$ cat src/oafd_pkg.sv
// package of field codes, register indices and identity constants for the operand decoder
package oafd_pkg;
   // ----------------------------------------
   // general register indices
   // ----------------------------------------
   localparam logic [2:0] GPR_ACC = 3'h0;
   localparam logic [2:0] GPR_CNT = 3'h1;
   localparam logic [2:0] GPR_DAT = 3'h2;
   localparam logic [2:0] GPR_BAS = 3'h3;
   localparam logic [2:0] GPR_STK = 3'h4;
   localparam logic [2:0] GPR_FRM = 3'h5;
   localparam logic [2:0] GPR_SRC = 3'h6;
   localparam logic [2:0] GPR_DST = 3'h7;
   // ----------------------------------------
   // operand size encodings on reg_size_out
   // ----------------------------------------
   localparam logic [1:0] SIZE_BYTE_LO = 2'h0;
   localparam logic [1:0] SIZE_BYTE_HI = 2'h1;
   localparam logic [1:0] SIZE_WORD = 2'h2;
   localparam logic [1:0] SIZE_DWORD = 2'h3;
   // ----------------------------------------
   // segment indices
   // ----------------------------------------
   localparam logic [2:0] SEG_EXTRA = 3'h0;
   localparam logic [2:0] SEG_CODE = 3'h1;
   localparam logic [2:0] SEG_STACK = 3'h2;
   localparam logic [2:0] SEG_DATA = 3'h3;
   localparam logic [2:0] SEG_ADD_F = 3'h4;
   localparam logic [2:0] SEG_ADD_G = 3'h5;
   // ----------------------------------------
   // addressing field codes
   // ----------------------------------------
   localparam logic [2:0] INDEX_NONE = 3'h4;
   localparam logic [2:0] LOCATOR_SIB = 3'h4;
   localparam logic [1:0] MODE_NO_DISP = 2'h0;
   localparam logic [1:0] MODE_DISP_BYTE = 2'h1;
   localparam logic [1:0] MODE_DISP_DWORD = 2'h2;
   localparam logic [1:0] MODE_REGISTER = 2'h3;
   localparam logic [2:0] BASE_STACK = 3'h4;
   localparam logic [2:0] BASE_FRAME = 3'h5;
   // displacement kind on disp_kind_out
   localparam logic [1:0] DISP_NONE = 2'h0;
   localparam logic [1:0] DISP_BYTE = 2'h1;
   localparam logic [1:0] DISP_DWORD = 2'h2;
   // ----------------------------------------
   // identification instruction
   // ----------------------------------------
   localparam logic [15:0] IDENT_OPCODE = 16'h0FA2;
   localparam logic [31:0] IDENT_LEAF_VENDOR = 32'h0000_0000;
   // vendor words: arbitrary neutral values spelling "NeutalCorre0"
   localparam logic [31:0] VENDOR_WORD_B = 32'h7475_654E;
   localparam logic [31:0] VENDOR_WORD_D = 32'h6F43_6C61;
   localparam logic [31:0] VENDOR_WORD_C = 32'h3065_7272;
endpackage

$ cat src/oafd_decoder.sv
// operand and address field decoder with gated identification instruction
`timescale 1ns/1ps
`default_nettype none
module oafd_decoder (
   // clock and reset
   input wire logic ref_clk_in,
   input wire logic resetn_in,
   // decode request from front end
   input wire logic decode_valid_in,
   input wire logic [2:0] reg_field_in,
   input wire logic width_present_in,
   input wire logic width_bit_in,
   input wire logic op32_in,
   input wire logic [2:0] segment_select_wide_in,
   input wire logic [1:0] segment_select_narrow_in,
   input wire logic [1:0] mode_field_in,
   input wire logic [2:0] locator_field_in,
   input wire logic addr32_in,
   input wire logic [1:0] scale_field_in,
   input wire logic [2:0] index_field_in,
   input wire logic [2:0] base_field_in,
   input wire logic [31:0] index_value_in,
   input wire logic [31:0] base_value_in,
   input wire logic [7:0] disp_byte_in,
   input wire logic [31:0] disp_dword_in,
   // identification control
   input wire logic [15:0] opcode_in,
   input wire logic config_control_four_ident_en_in,
   input wire logic [31:0] accumulator_dword_in,
   // register operand answer
   output logic decode_valid_out,
   output logic [2:0] reg_sel_out,
   output logic [1:0] reg_size_out,
   // segment answers
   output logic [2:0] seg_wide_out,
   output logic seg_wide_valid_out,
   output logic [2:0] seg_narrow_out,
   // address form answer
   output logic sib_present_out,
   output logic [3:0] scale_mult_out,
   output logic index_used_out,
   output logic [2:0] index_sel_out,
   output logic base_used_out,
   output logic [2:0] base_sel_out,
   output logic [2:0] addr_seg_out,
   output logic [1:0] disp_kind_out,
   output logic [31:0] eff_offset_out,
   // identification answer
   output logic ident_exec_out,
   output logic ident_undefined_out,
   output logic vendor_write_out,
   output logic [31:0] base_gpr_dword_out,
   output logic [31:0] data_gpr_dword_out,
   output logic [31:0] counter_dword_out
);
   // ----------------------------------------
   // combinational decode
   // ----------------------------------------
   logic [1:0] next_reg_size;
   logic [2:0] next_reg_sel;
   logic next_sib;
   logic [3:0] next_scale;
   logic next_index_used;
   logic next_base_used;
   logic [2:0] next_base_sel;
   logic [2:0] next_addr_seg;
   logic [1:0] next_disp_kind;
   logic [31:0] next_disp;
   logic [31:0] next_scaled;
   logic [31:0] next_offset;
   logic next_ident_hit;
   logic next_vendor_hit;

   always_comb begin
      next_reg_sel = reg_field_in;
      if (!width_present_in || width_bit_in) begin
         next_reg_size = op32_in ? oafd_pkg::SIZE_DWORD : oafd_pkg::SIZE_WORD;
      end else if (reg_field_in[2]) begin
         // high byte lives in registers 0-3
         next_reg_size = oafd_pkg::SIZE_BYTE_HI;
         next_reg_sel = {1'b0, reg_field_in[1:0]};
      end else begin
         next_reg_size = oafd_pkg::SIZE_BYTE_LO;
      end
   end

   always_comb begin
      next_sib = addr32_in && (locator_field_in == oafd_pkg::LOCATOR_SIB)
         && (mode_field_in != oafd_pkg::MODE_REGISTER);
      // power of two; code 10 taken as four
      unique case (scale_field_in)
         2'h0: next_scale = 4'h1;
         2'h1: next_scale = 4'h2;
         2'h2: next_scale = 4'h4;
         2'h3: next_scale = 4'h8;
      endcase
      // scale adds nothing with no index (scaled term is zero); the source keeps scale 00 then
      next_index_used = next_sib && (index_field_in != oafd_pkg::INDEX_NONE);
      next_base_sel = next_sib ? base_field_in : locator_field_in;
      next_base_used = 1'b1;
      next_addr_seg = oafd_pkg::SEG_DATA;
      unique case (mode_field_in)
         oafd_pkg::MODE_DISP_BYTE: next_disp_kind = oafd_pkg::DISP_BYTE;
         oafd_pkg::MODE_DISP_DWORD: next_disp_kind = oafd_pkg::DISP_DWORD;
         default: next_disp_kind = oafd_pkg::DISP_NONE;
      endcase
      if (next_base_sel == oafd_pkg::BASE_STACK && next_sib) begin
         next_addr_seg = oafd_pkg::SEG_STACK;
      end else if (next_base_sel == oafd_pkg::BASE_FRAME) begin
         if (mode_field_in == oafd_pkg::MODE_NO_DISP) begin
            next_base_used = 1'b0;
            next_disp_kind = oafd_pkg::DISP_DWORD;
         end else begin
            next_addr_seg = oafd_pkg::SEG_STACK;
         end
      end
      unique case (next_disp_kind)
         oafd_pkg::DISP_BYTE: next_disp = {{24{disp_byte_in[7]}}, disp_byte_in};
         oafd_pkg::DISP_DWORD: next_disp = disp_dword_in;
         default: next_disp = 32'h0000_0000;
      endcase
      next_scaled = next_index_used ? index_value_in * {28'h0000000, next_scale} : 32'h0;
      next_offset = (next_base_used ? base_value_in : 32'h0) + next_scaled + next_disp;
      next_ident_hit = decode_valid_in && (opcode_in == oafd_pkg::IDENT_OPCODE);
      // only leaf zero returns the vendor string; other leaves just execute
      next_vendor_hit = next_ident_hit && config_control_four_ident_en_in
         && (accumulator_dword_in == oafd_pkg::IDENT_LEAF_VENDOR);
   end

   // ----------------------------------------
   // registered operand answers
   // ----------------------------------------
   always_ff @(posedge ref_clk_in or negedge resetn_in) begin
      if (!resetn_in) begin
         decode_valid_out <= 1'b0;
      end else begin
         decode_valid_out <= decode_valid_in;
      end
   end

   always_ff @(posedge ref_clk_in or negedge resetn_in) begin
      if (!resetn_in) begin
         reg_sel_out <= 3'h0;
         reg_size_out <= 2'h0;
      end else begin
         reg_sel_out <= next_reg_sel;
         reg_size_out <= next_reg_size;
      end
   end

   // ----------------------------------------
   // registered segment answers
   // ----------------------------------------
   always_ff @(posedge ref_clk_in or negedge resetn_in) begin
      if (!resetn_in) begin
         seg_wide_out <= 3'h0;
         seg_wide_valid_out <= 1'b0;
      end else begin
         // field codes line up with segment indices 0..5
         seg_wide_out <= segment_select_wide_in;
         seg_wide_valid_out <= (segment_select_wide_in <= oafd_pkg::SEG_ADD_G);
      end
   end

   always_ff @(posedge ref_clk_in or negedge resetn_in) begin
      if (!resetn_in) begin
         seg_narrow_out <= 3'h0;
      end else begin
         seg_narrow_out <= {1'b0, segment_select_narrow_in};
      end
   end

   // ----------------------------------------
   // registered address form answers
   // ----------------------------------------
   always_ff @(posedge ref_clk_in or negedge resetn_in) begin
      if (!resetn_in) begin
         sib_present_out <= 1'b0;
      end else begin
         sib_present_out <= next_sib;
      end
   end

   // reset value is the neutral multiplier so downstream never sees zero
   always_ff @(posedge ref_clk_in or negedge resetn_in) begin
      if (!resetn_in) begin
         scale_mult_out <= 4'h1;
      end else begin
         scale_mult_out <= next_scale;
      end
   end

   always_ff @(posedge ref_clk_in or negedge resetn_in) begin
      if (!resetn_in) begin
         index_used_out <= 1'b0;
         index_sel_out <= 3'h0;
      end else begin
         index_used_out <= next_index_used;
         index_sel_out <= index_field_in;
      end
   end

   always_ff @(posedge ref_clk_in or negedge resetn_in) begin
      if (!resetn_in) begin
         base_used_out <= 1'b0;
         base_sel_out <= 3'h0;
      end else begin
         base_used_out <= next_base_used;
         base_sel_out <= next_base_sel;
      end
   end

   always_ff @(posedge ref_clk_in or negedge resetn_in) begin
      if (!resetn_in) begin
         addr_seg_out <= 3'h0;
      end else begin
         addr_seg_out <= next_addr_seg;
      end
   end

   always_ff @(posedge ref_clk_in or negedge resetn_in) begin
      if (!resetn_in) begin
         disp_kind_out <= 2'h0;
      end else begin
         disp_kind_out <= next_disp_kind;
      end
   end

   // ----------------------------------------
   // registered effective offset
   // ----------------------------------------
   // sum wraps modulo 2^32, as the address adder does
   always_ff @(posedge ref_clk_in or negedge resetn_in) begin
      if (!resetn_in) begin
         eff_offset_out <= 32'h0;
      end else begin
         eff_offset_out <= next_offset;
      end
   end

   // ----------------------------------------
   // identification instruction
   // ----------------------------------------
   always_ff @(posedge ref_clk_in or negedge resetn_in) begin
      if (!resetn_in) begin
         ident_exec_out <= 1'b0;
      end else begin
         ident_exec_out <= next_ident_hit && config_control_four_ident_en_in;
      end
   end

   always_ff @(posedge ref_clk_in or negedge resetn_in) begin
      if (!resetn_in) begin
         ident_undefined_out <= 1'b0;
      end else begin
         ident_undefined_out <= next_ident_hit && !config_control_four_ident_en_in;
      end
   end

   always_ff @(posedge ref_clk_in or negedge resetn_in) begin
      if (!resetn_in) begin
         vendor_write_out <= 1'b0;
      end else begin
         vendor_write_out <= next_vendor_hit;
      end
   end

   // words hold their last value so a later reader still sees the string
   always_ff @(posedge ref_clk_in or negedge resetn_in) begin
      if (!resetn_in) begin
         base_gpr_dword_out <= 32'h0;
         data_gpr_dword_out <= 32'h0;
         counter_dword_out <= 32'h0;
      end else begin
         if (next_vendor_hit) begin
            base_gpr_dword_out <= oafd_pkg::VENDOR_WORD_B;
            data_gpr_dword_out <= oafd_pkg::VENDOR_WORD_D;
            counter_dword_out <= oafd_pkg::VENDOR_WORD_C;
         end
      end
   end
endmodule
`default_nettype wire

$ cat config.mk
export PLATFORM = sky130hd
export DESIGN_NAME = oafd_decoder
export DESIGN_NICKNAME = d
export VERILOG_FILES = /design/src/oafd_pkg.sv /design/src/oafd_decoder.sv
export SDC_FILE = /design/constraint.sdc
export NUM_CORES = 1
export LEC_CHECK = 0
export ABC_AREA = 0
export ABC_CLOCK_PERIOD_IN_PS = 1250
export BUFFER_PORTS_ARGS = -buffer_cell sky130_fd_sc_hd__buf_2
export CAP_MARGIN = 10
export CORE_ASPECT_RATIO = 1.25
export CORE_MARGIN = 4
export CORE_UTILIZATION = 25
export CTS_CLUSTER_SIZE = 25
export DETAILED_ROUTE_END_ITERATION = 12
export PLACE_DENSITY = 0.44
export SLEW_MARGIN = 15
export SYNTH_ARGS = -nofsm -noshare
export SYNTH_HDL_FRONTEND = slang
export SYNTH_SLANG_ARGS = --single-unit
$ cat constraint.sdc
create_clock -name ref_clk_in -period 1.25 [get_ports ref_clk_in]
set_input_delay 0.125 -clock ref_clk_in [delete_from_list [all_inputs] [get_ports ref_clk_in]]
set_output_delay 0.125 -clock ref_clk_in [all_outputs]
set_load 0.02 [all_outputs]
== Word level (Yosys, flattened, before mapping) ==
Index checks and enable logic that the tools add are counted.
Cells by class
  add/sub/neg operators: 2
  $mul: 1
  order comparisons: 1
  eq/ne operators: 13
  multiplexer cells: 19
  reduce and logical (&&, ||, !) cells: 14
Operators with widths (number)
  $add 32x32->32: 2
  $mux 32: 2
  $pmux 32 s2: 1
  $logic_not 32->1: 1
  $mul 32x4->32: 1
  $eq 16x12->1 const B: 1
  $pmux 4 s4: 1
  $eq 3x3->1 const B: 3
  $eq 2x2->1 const B: 4
  $logic_and 1x1->1: 8
  $mux 1: 8
  $mux 2: 4
  $eq 2x1->1 const B: 3
  $mux 3: 2
  $logic_not 2->1: 2
  $pmux 2 s2: 1
  $le 3x3->1 const B: 1
  $ne 3x3->1 const B: 1
  $logic_not 1->1: 2
  $ne 2x2->1 const B: 1
  $logic_or 1x1->1: 1
Word-level totals
  flip-flop bits (word level): 68
  input bits: 181
  output and inout bits: 162
  logic and storage cells: 71

== Logic depth before layout (Yosys ltp) ==
  depth after elaboration: 10
  gate-level depth with buffers: 30
  depth with buffers taken out: 27

== Worst setup path after synthesis ==
No wires, ideal clock.
  path type: input to register
  from: in scale_field_in[0]
  to: reg eff_offset_out[30]
  library setup time: 128 ps
  arrival time: 5774 ps
  data required time: 1122 ps
  setup slack: -4652 ps
  stages: 27
  path buffers: 2
  cells stage by stage: nor2b_1 > clkbuf_1 > nand2_1 > fa_1 > fa_1 > inv_1 > ha_1 > a211oi_1 > o211ai_1 > a31o_1 > a21oi_1 > o21bai_1 > a21oi_1 > xnor2_1 > nand2_1 > fa_1 > inv_1 > ha_1 > clkbuf_1 > a21o_1 > a21oi_1 > o2111ai_1 > and2_4 > a221o_1 > a211oi_2 > a21oi_1 > xor2_1
Between the ends
  longest elaborated chain between the ends: 6
  elaborated cells between the ends (all ways): 9
  classes of those cells: add/sub: 2; mul: 1; eq/ne: 3; mux: 2; reduce/logical: 1
RTL lines
  start, declared: RTL line oafd_decoder.sv:19  | input wire logic [1:0] scale_field_in,
  $eq 2x2->1, or another cell as far along: RTL line oafd_decoder.sv:91  | unique case (scale_field_in)
  $pmux 4 s4 *: RTL line oafd_decoder.sv:91
  via next_scale[1]: RTL line oafd_decoder.sv:62  | logic [3:0] next_scale;
  $mul 32x4->32 *: RTL line oafd_decoder.sv:122  | next_scaled = next_index_used ? index_value_in * {28'h0000000, next_scale} : 32'h0;
  $mux 32 *: RTL line oafd_decoder.sv:122
  $add 32x32->32 * (2 in a row): RTL line oafd_decoder.sv:123  | next_offset = (next_base_used ? base_value_in : 32'h0) + next_scaled + next_disp;
  via next_offset[30]: RTL line oafd_decoder.sv:70  | logic [31:0] next_offset;
  end signal, assigned: RTL line oafd_decoder.sv:237  | eff_offset_out <= next_offset;
  end, declared: RTL line oafd_decoder.sv:47  | output logic [31:0] eff_offset_out,
Mark *: on every way through the listed nets, which the timed path passes. The rest lies on a longest branch.
A chain may end at the register's enable or synchronous reset.

== Worst setup path in the final report ==
  from: in scale_field_in[1]
  to: reg eff_offset_out[30]
Between the ends
  longest elaborated chain between the ends: 6
  elaborated cells between the ends (all ways): 9
  classes of those cells: add/sub: 2; mul: 1; eq/ne: 3; mux: 2; reduce/logical: 1
RTL lines (RTL line)
  $eq 2x2->1, or another cell as far along: oafd_decoder.sv:91
  $pmux 4 s4 *: oafd_decoder.sv:91
  $mul 32x4->32 *: oafd_decoder.sv:122
  $mux 32 *: oafd_decoder.sv:122
  $add 32x32->32 * (2 in a row): oafd_decoder.sv:123
  via next_offset[30]: oafd_decoder.sv:70
Marks and branches as above.

==> impl_metrics.json <==
{
  "outcome": "finished, violations left",
  "violations": "setup timing",
  "grt-ovfl-total": 0,
  "cts_max_level": 3,
  "yosysSeqAreaShare_pct": 17.9,
  "synth_most_common_cell": "inv_1",
  "drt_pass1_iterations": 4,
  "synth_top_area_share_pct": 19.6,
  "synth_flop_cell": "dfrtp_1",
  "nNetsFinal": 1937,
  "hold_viol_final": 0,
  "antenna_found_initial": 1,
  "synth_cell_type_count": 65,
  "async_reset_ff_share_pct": 100,
  "synth_edf_count": 0,
  "initialDrtViolationCount": 188,
  "nFillCells": 3550,
  "postSynthCellCount": 1097,
  "die_w_um": 179,
  "dp_hpwl_um": 26000,
  "start_util_pct": 25.5,
  "first_global_vias": 9361,
  "die_y_um": 221,
  "wl_met2_um": 17000,
  "setup_viol": 79,
  "cts_tree": "built",
  "slew_headroom_pct": 64.0,
  "numCtsBuffers": 9,
  "vias": 8901,
  "p_per_area_nw_per_um2": 789,
  "ff2ff_setup_slack_ns": 0.04,
  "avgSynthCellArea_um2": 8.28,
  "dieArea_um2": 39500,
  "worstSetupEndpointType": "register",
  "worstReg2RegEnd": "base_gpr_dword_out[1]",
  "worstSetupPathType": "input pin to register",
  "synth_commonest_cells": "inv_1 (177), nand2_1 (136), buf_4 (97)",
  "yosys_register_bits": 65,
  "tightest_slew_ns": 0.532,
  "fin_skew_ns": 0,
  "worstHoldPathType": "input pin to register",
  "maxCapViolations": 0,
  "drc": 0,
  "cts_buffer_depth": 2,
  "ir_drop_uv": 477,
  "period_minus_slack_ns": 5.45,
  "slew_violations": 0,
  "core_um2": 35600,
  "wl_per_cell_um": 15.4,
  "grt_use_total_pct": 15.7,
  "worstPathRequired_ns": 1.49,
  "grt_first_pass_wirelength_um": 48600,
  "wl_met3_um": 1910,
  "max_freq_ghz": 0.184,
  "cts-root-buf": "clkbuf_16",
  "critPathMaxFanout": 7,
  "ant_nets": 0,
  "gp_congestion": 0.844,
  "whs_endpoint": "reg_size_out[1]",
  "antennaDiodeCount": 0,
  "hold_start": "width_bit_in",
  "drive_gt1_share_pct": 46.2,
  "clkTransAtPathRegs_ns": 0.06,
  "finalCritPeriodShare_pct": 436,
  "area_delta_synth_final_pct": 63.3,
  "via_per_inst": 4.27,
  "routed.top_layer": "met5",
  "cts_sinks": 65,
  "yosys_warnings": 0,
  "clk_latency_ns": 0.34,
  "yosysTopAreaCell": "fa_1",
  "row_count": 77,
  "numPortBuffers": 291,
  "syn_area_um2": 9090,
  "io-pin-count": 343,
  "critPathLaunchType": "input pin",
  "met1_length_um": 12100,
  "hold_depth": 2,
  "rsz0062_at_grt": "true",
  "drt-total-wl_um": 32200,
  "rr_startpoint": "base_gpr_dword_out[1]",
  "p_leak_nw": 7.61,
  "dp_slack_ns": -4.63,
  "r2r_cells": 3,
  "final.setup.worst_slack_ns": -4.20,
  "grt_max_degree": 30,
  "fin_tns_setup_ns": -111.38,
  "synth_area_leaders": "fa_1 (20%), dfrtp_1 (18%), ha_1 (8.5%), buf_4 (8.0%), inv_1 (7.3%)",
  "critPathArrivalTime_ns": 5.69
}
-- final cells by class --
| cell class | instances | area [um2] | area share, % |
|---|---|---|---|
| timing repair buffer | 576 | 4560 | 30.7 |
| clock inverter | 5 | 38.8 | 0.261 |
| inverter | 177 | 664 | 4.48 |
| clock buffer | 11 | 253 | 1.70 |
| tap | 474 | 593 | 4.00 |
| multi-input combinational | 776 | 7100 | 47.9 |
| sequential | 65 | 1630 | 11.0 |
-- cell usage in the layout, fill, tap and decap left out, types with 17 or more instances in the layout --
cell / count
a21oi_1: 47
a21oi_2: 20
and2_1: 44
and3_1: 23
buf_12: 17
buf_2: 239
buf_4: 219
buf_6: 25
buf_8: 53
conb_1: 52
dfrtp_1: 63
dlygate4sd3_1: 19
fa_1: 87
ha_1: 30
ha_4: 30
inv_1: 157
inv_2: 20
nand2_1: 124
nor2_1: 29
xnor2_1: 32
-- timing repair --
| action | in CTS | in global routing |
|---|---|---|
| pin swaps | 57 | 89 |
| resized for setup | 190 | 149 |
| endpoints found under the setup margin | 80 | 80 |
| hold endpoints to repair | 84 | 0 |
| buffers inserted | 26 | 25 |
| cloned | 7 | 0 |
| hold buffers | 19 | 0 |
-- registers in the layout, indices dropped and copies added, names as in the netlist --
register             count
addr_seg_out             2
base_gpr_dword_out       1
base_sel_out             3
base_used_out            1
decode_valid_out         1
disp_kind_out            2
eff_offset_out          32
ident_exec_out           1
ident_undefined_out      1
index_sel_out            3
index_used_out           1
reg_sel_out              3
reg_size_out             2
scale_mult_out           4
seg_narrow_out           2
seg_wide_out             3
seg_wide_valid_out       1
sib_present_out          1
vendor_write_out         1
-- kinds of logic after synthesis --
group | synth area share [%]
and+or+nand+nor | 18.1
AOI/OAI and AO/OA | 13.1
DFF | 17.9
other | 0.0827
adders and majority gates | 28.1
muxes | 0.620
buffers and inverters | 16.6
xor gates and xnor gates | 5.40
-- per-stage QoR --
step | utilization [%] | hold WS, ns | cells | power (mW) | instance area [um2]
after global routing | 41.6 | 0.0275 | 2084 | 12.6 | 14800
final | 41.6 | 0.0288 | 2084 | 11.7 | 14800
after floorplan | - | -0.171 | 1147 | 6.02 | 9560
after global placement | 34.9 | 0.0170 | 1996 | 8.41 | 12400
after CTS | 39.6 | 0.00922 | 2063 | 11.5 | 14100
after detailed placement | 34.9 | 0.0140 | 1996 | 8.43 | 12400
-- report_power, final --
group | switching, mW | internal (mW) | leakage (nW)
clock network | 1.06 | 1.46 | 0.142
logic | 3.48 | 3.14 | 6.71
registers | 0.103 | 2.47 | 0.768
total | 4.64 | 7.07 | 7.61
-- metal layers --
metal / GRT usage (%) / vias to the layer above
li1: - / 4397
met1: 17.0 / 4163
met2: 29.8 / 291
met3: 2.08 / 48
met4: 6.69 / 2
met5: 0 / -
-- critical path, stage by stage --
cell	delay [ns]
buf_8	0.11
nor2b_4	0.13
buf_6	0.13
and2_4	0.14
fa_1	0.54
inv_2	0.04
fa_1	0.51
inv_2	0.05
ha_4	0.27
o211ai_1	0.14
o211ai_1	0.27
and2_4	0.19
buf_6	0.08
xor2_1	0.13
nand2_1	0.11
fa_1	0.52
inv_2	0.04
ha_4	0.22
and4_1	0.16
a221o_1	0.40
a21oi_4	0.17
o2111ai_2	0.14
and2_4	0.18
a221o_1	0.33
a211oi_2	0.29
a21oi_2	0.09
xor2_1	0.15
-- worst max-delay path by stage --
stage / from / endpoint / cells after the start
floorplan: scale_field_in[0] / eff_offset_out[30] / 28
detailed placement: scale_field_in[1] / eff_offset_out[30] / 29
CTS: scale_field_in[1] / eff_offset_out[31] / 28
global placement: scale_field_in[1] / eff_offset_out[30] / 28
finish: scale_field_in[1] / eff_offset_out[30] / 27
global route: scale_field_in[1] / eff_offset_out[30] / 29
No activity file was read; power rests on OpenSTA's default activity.
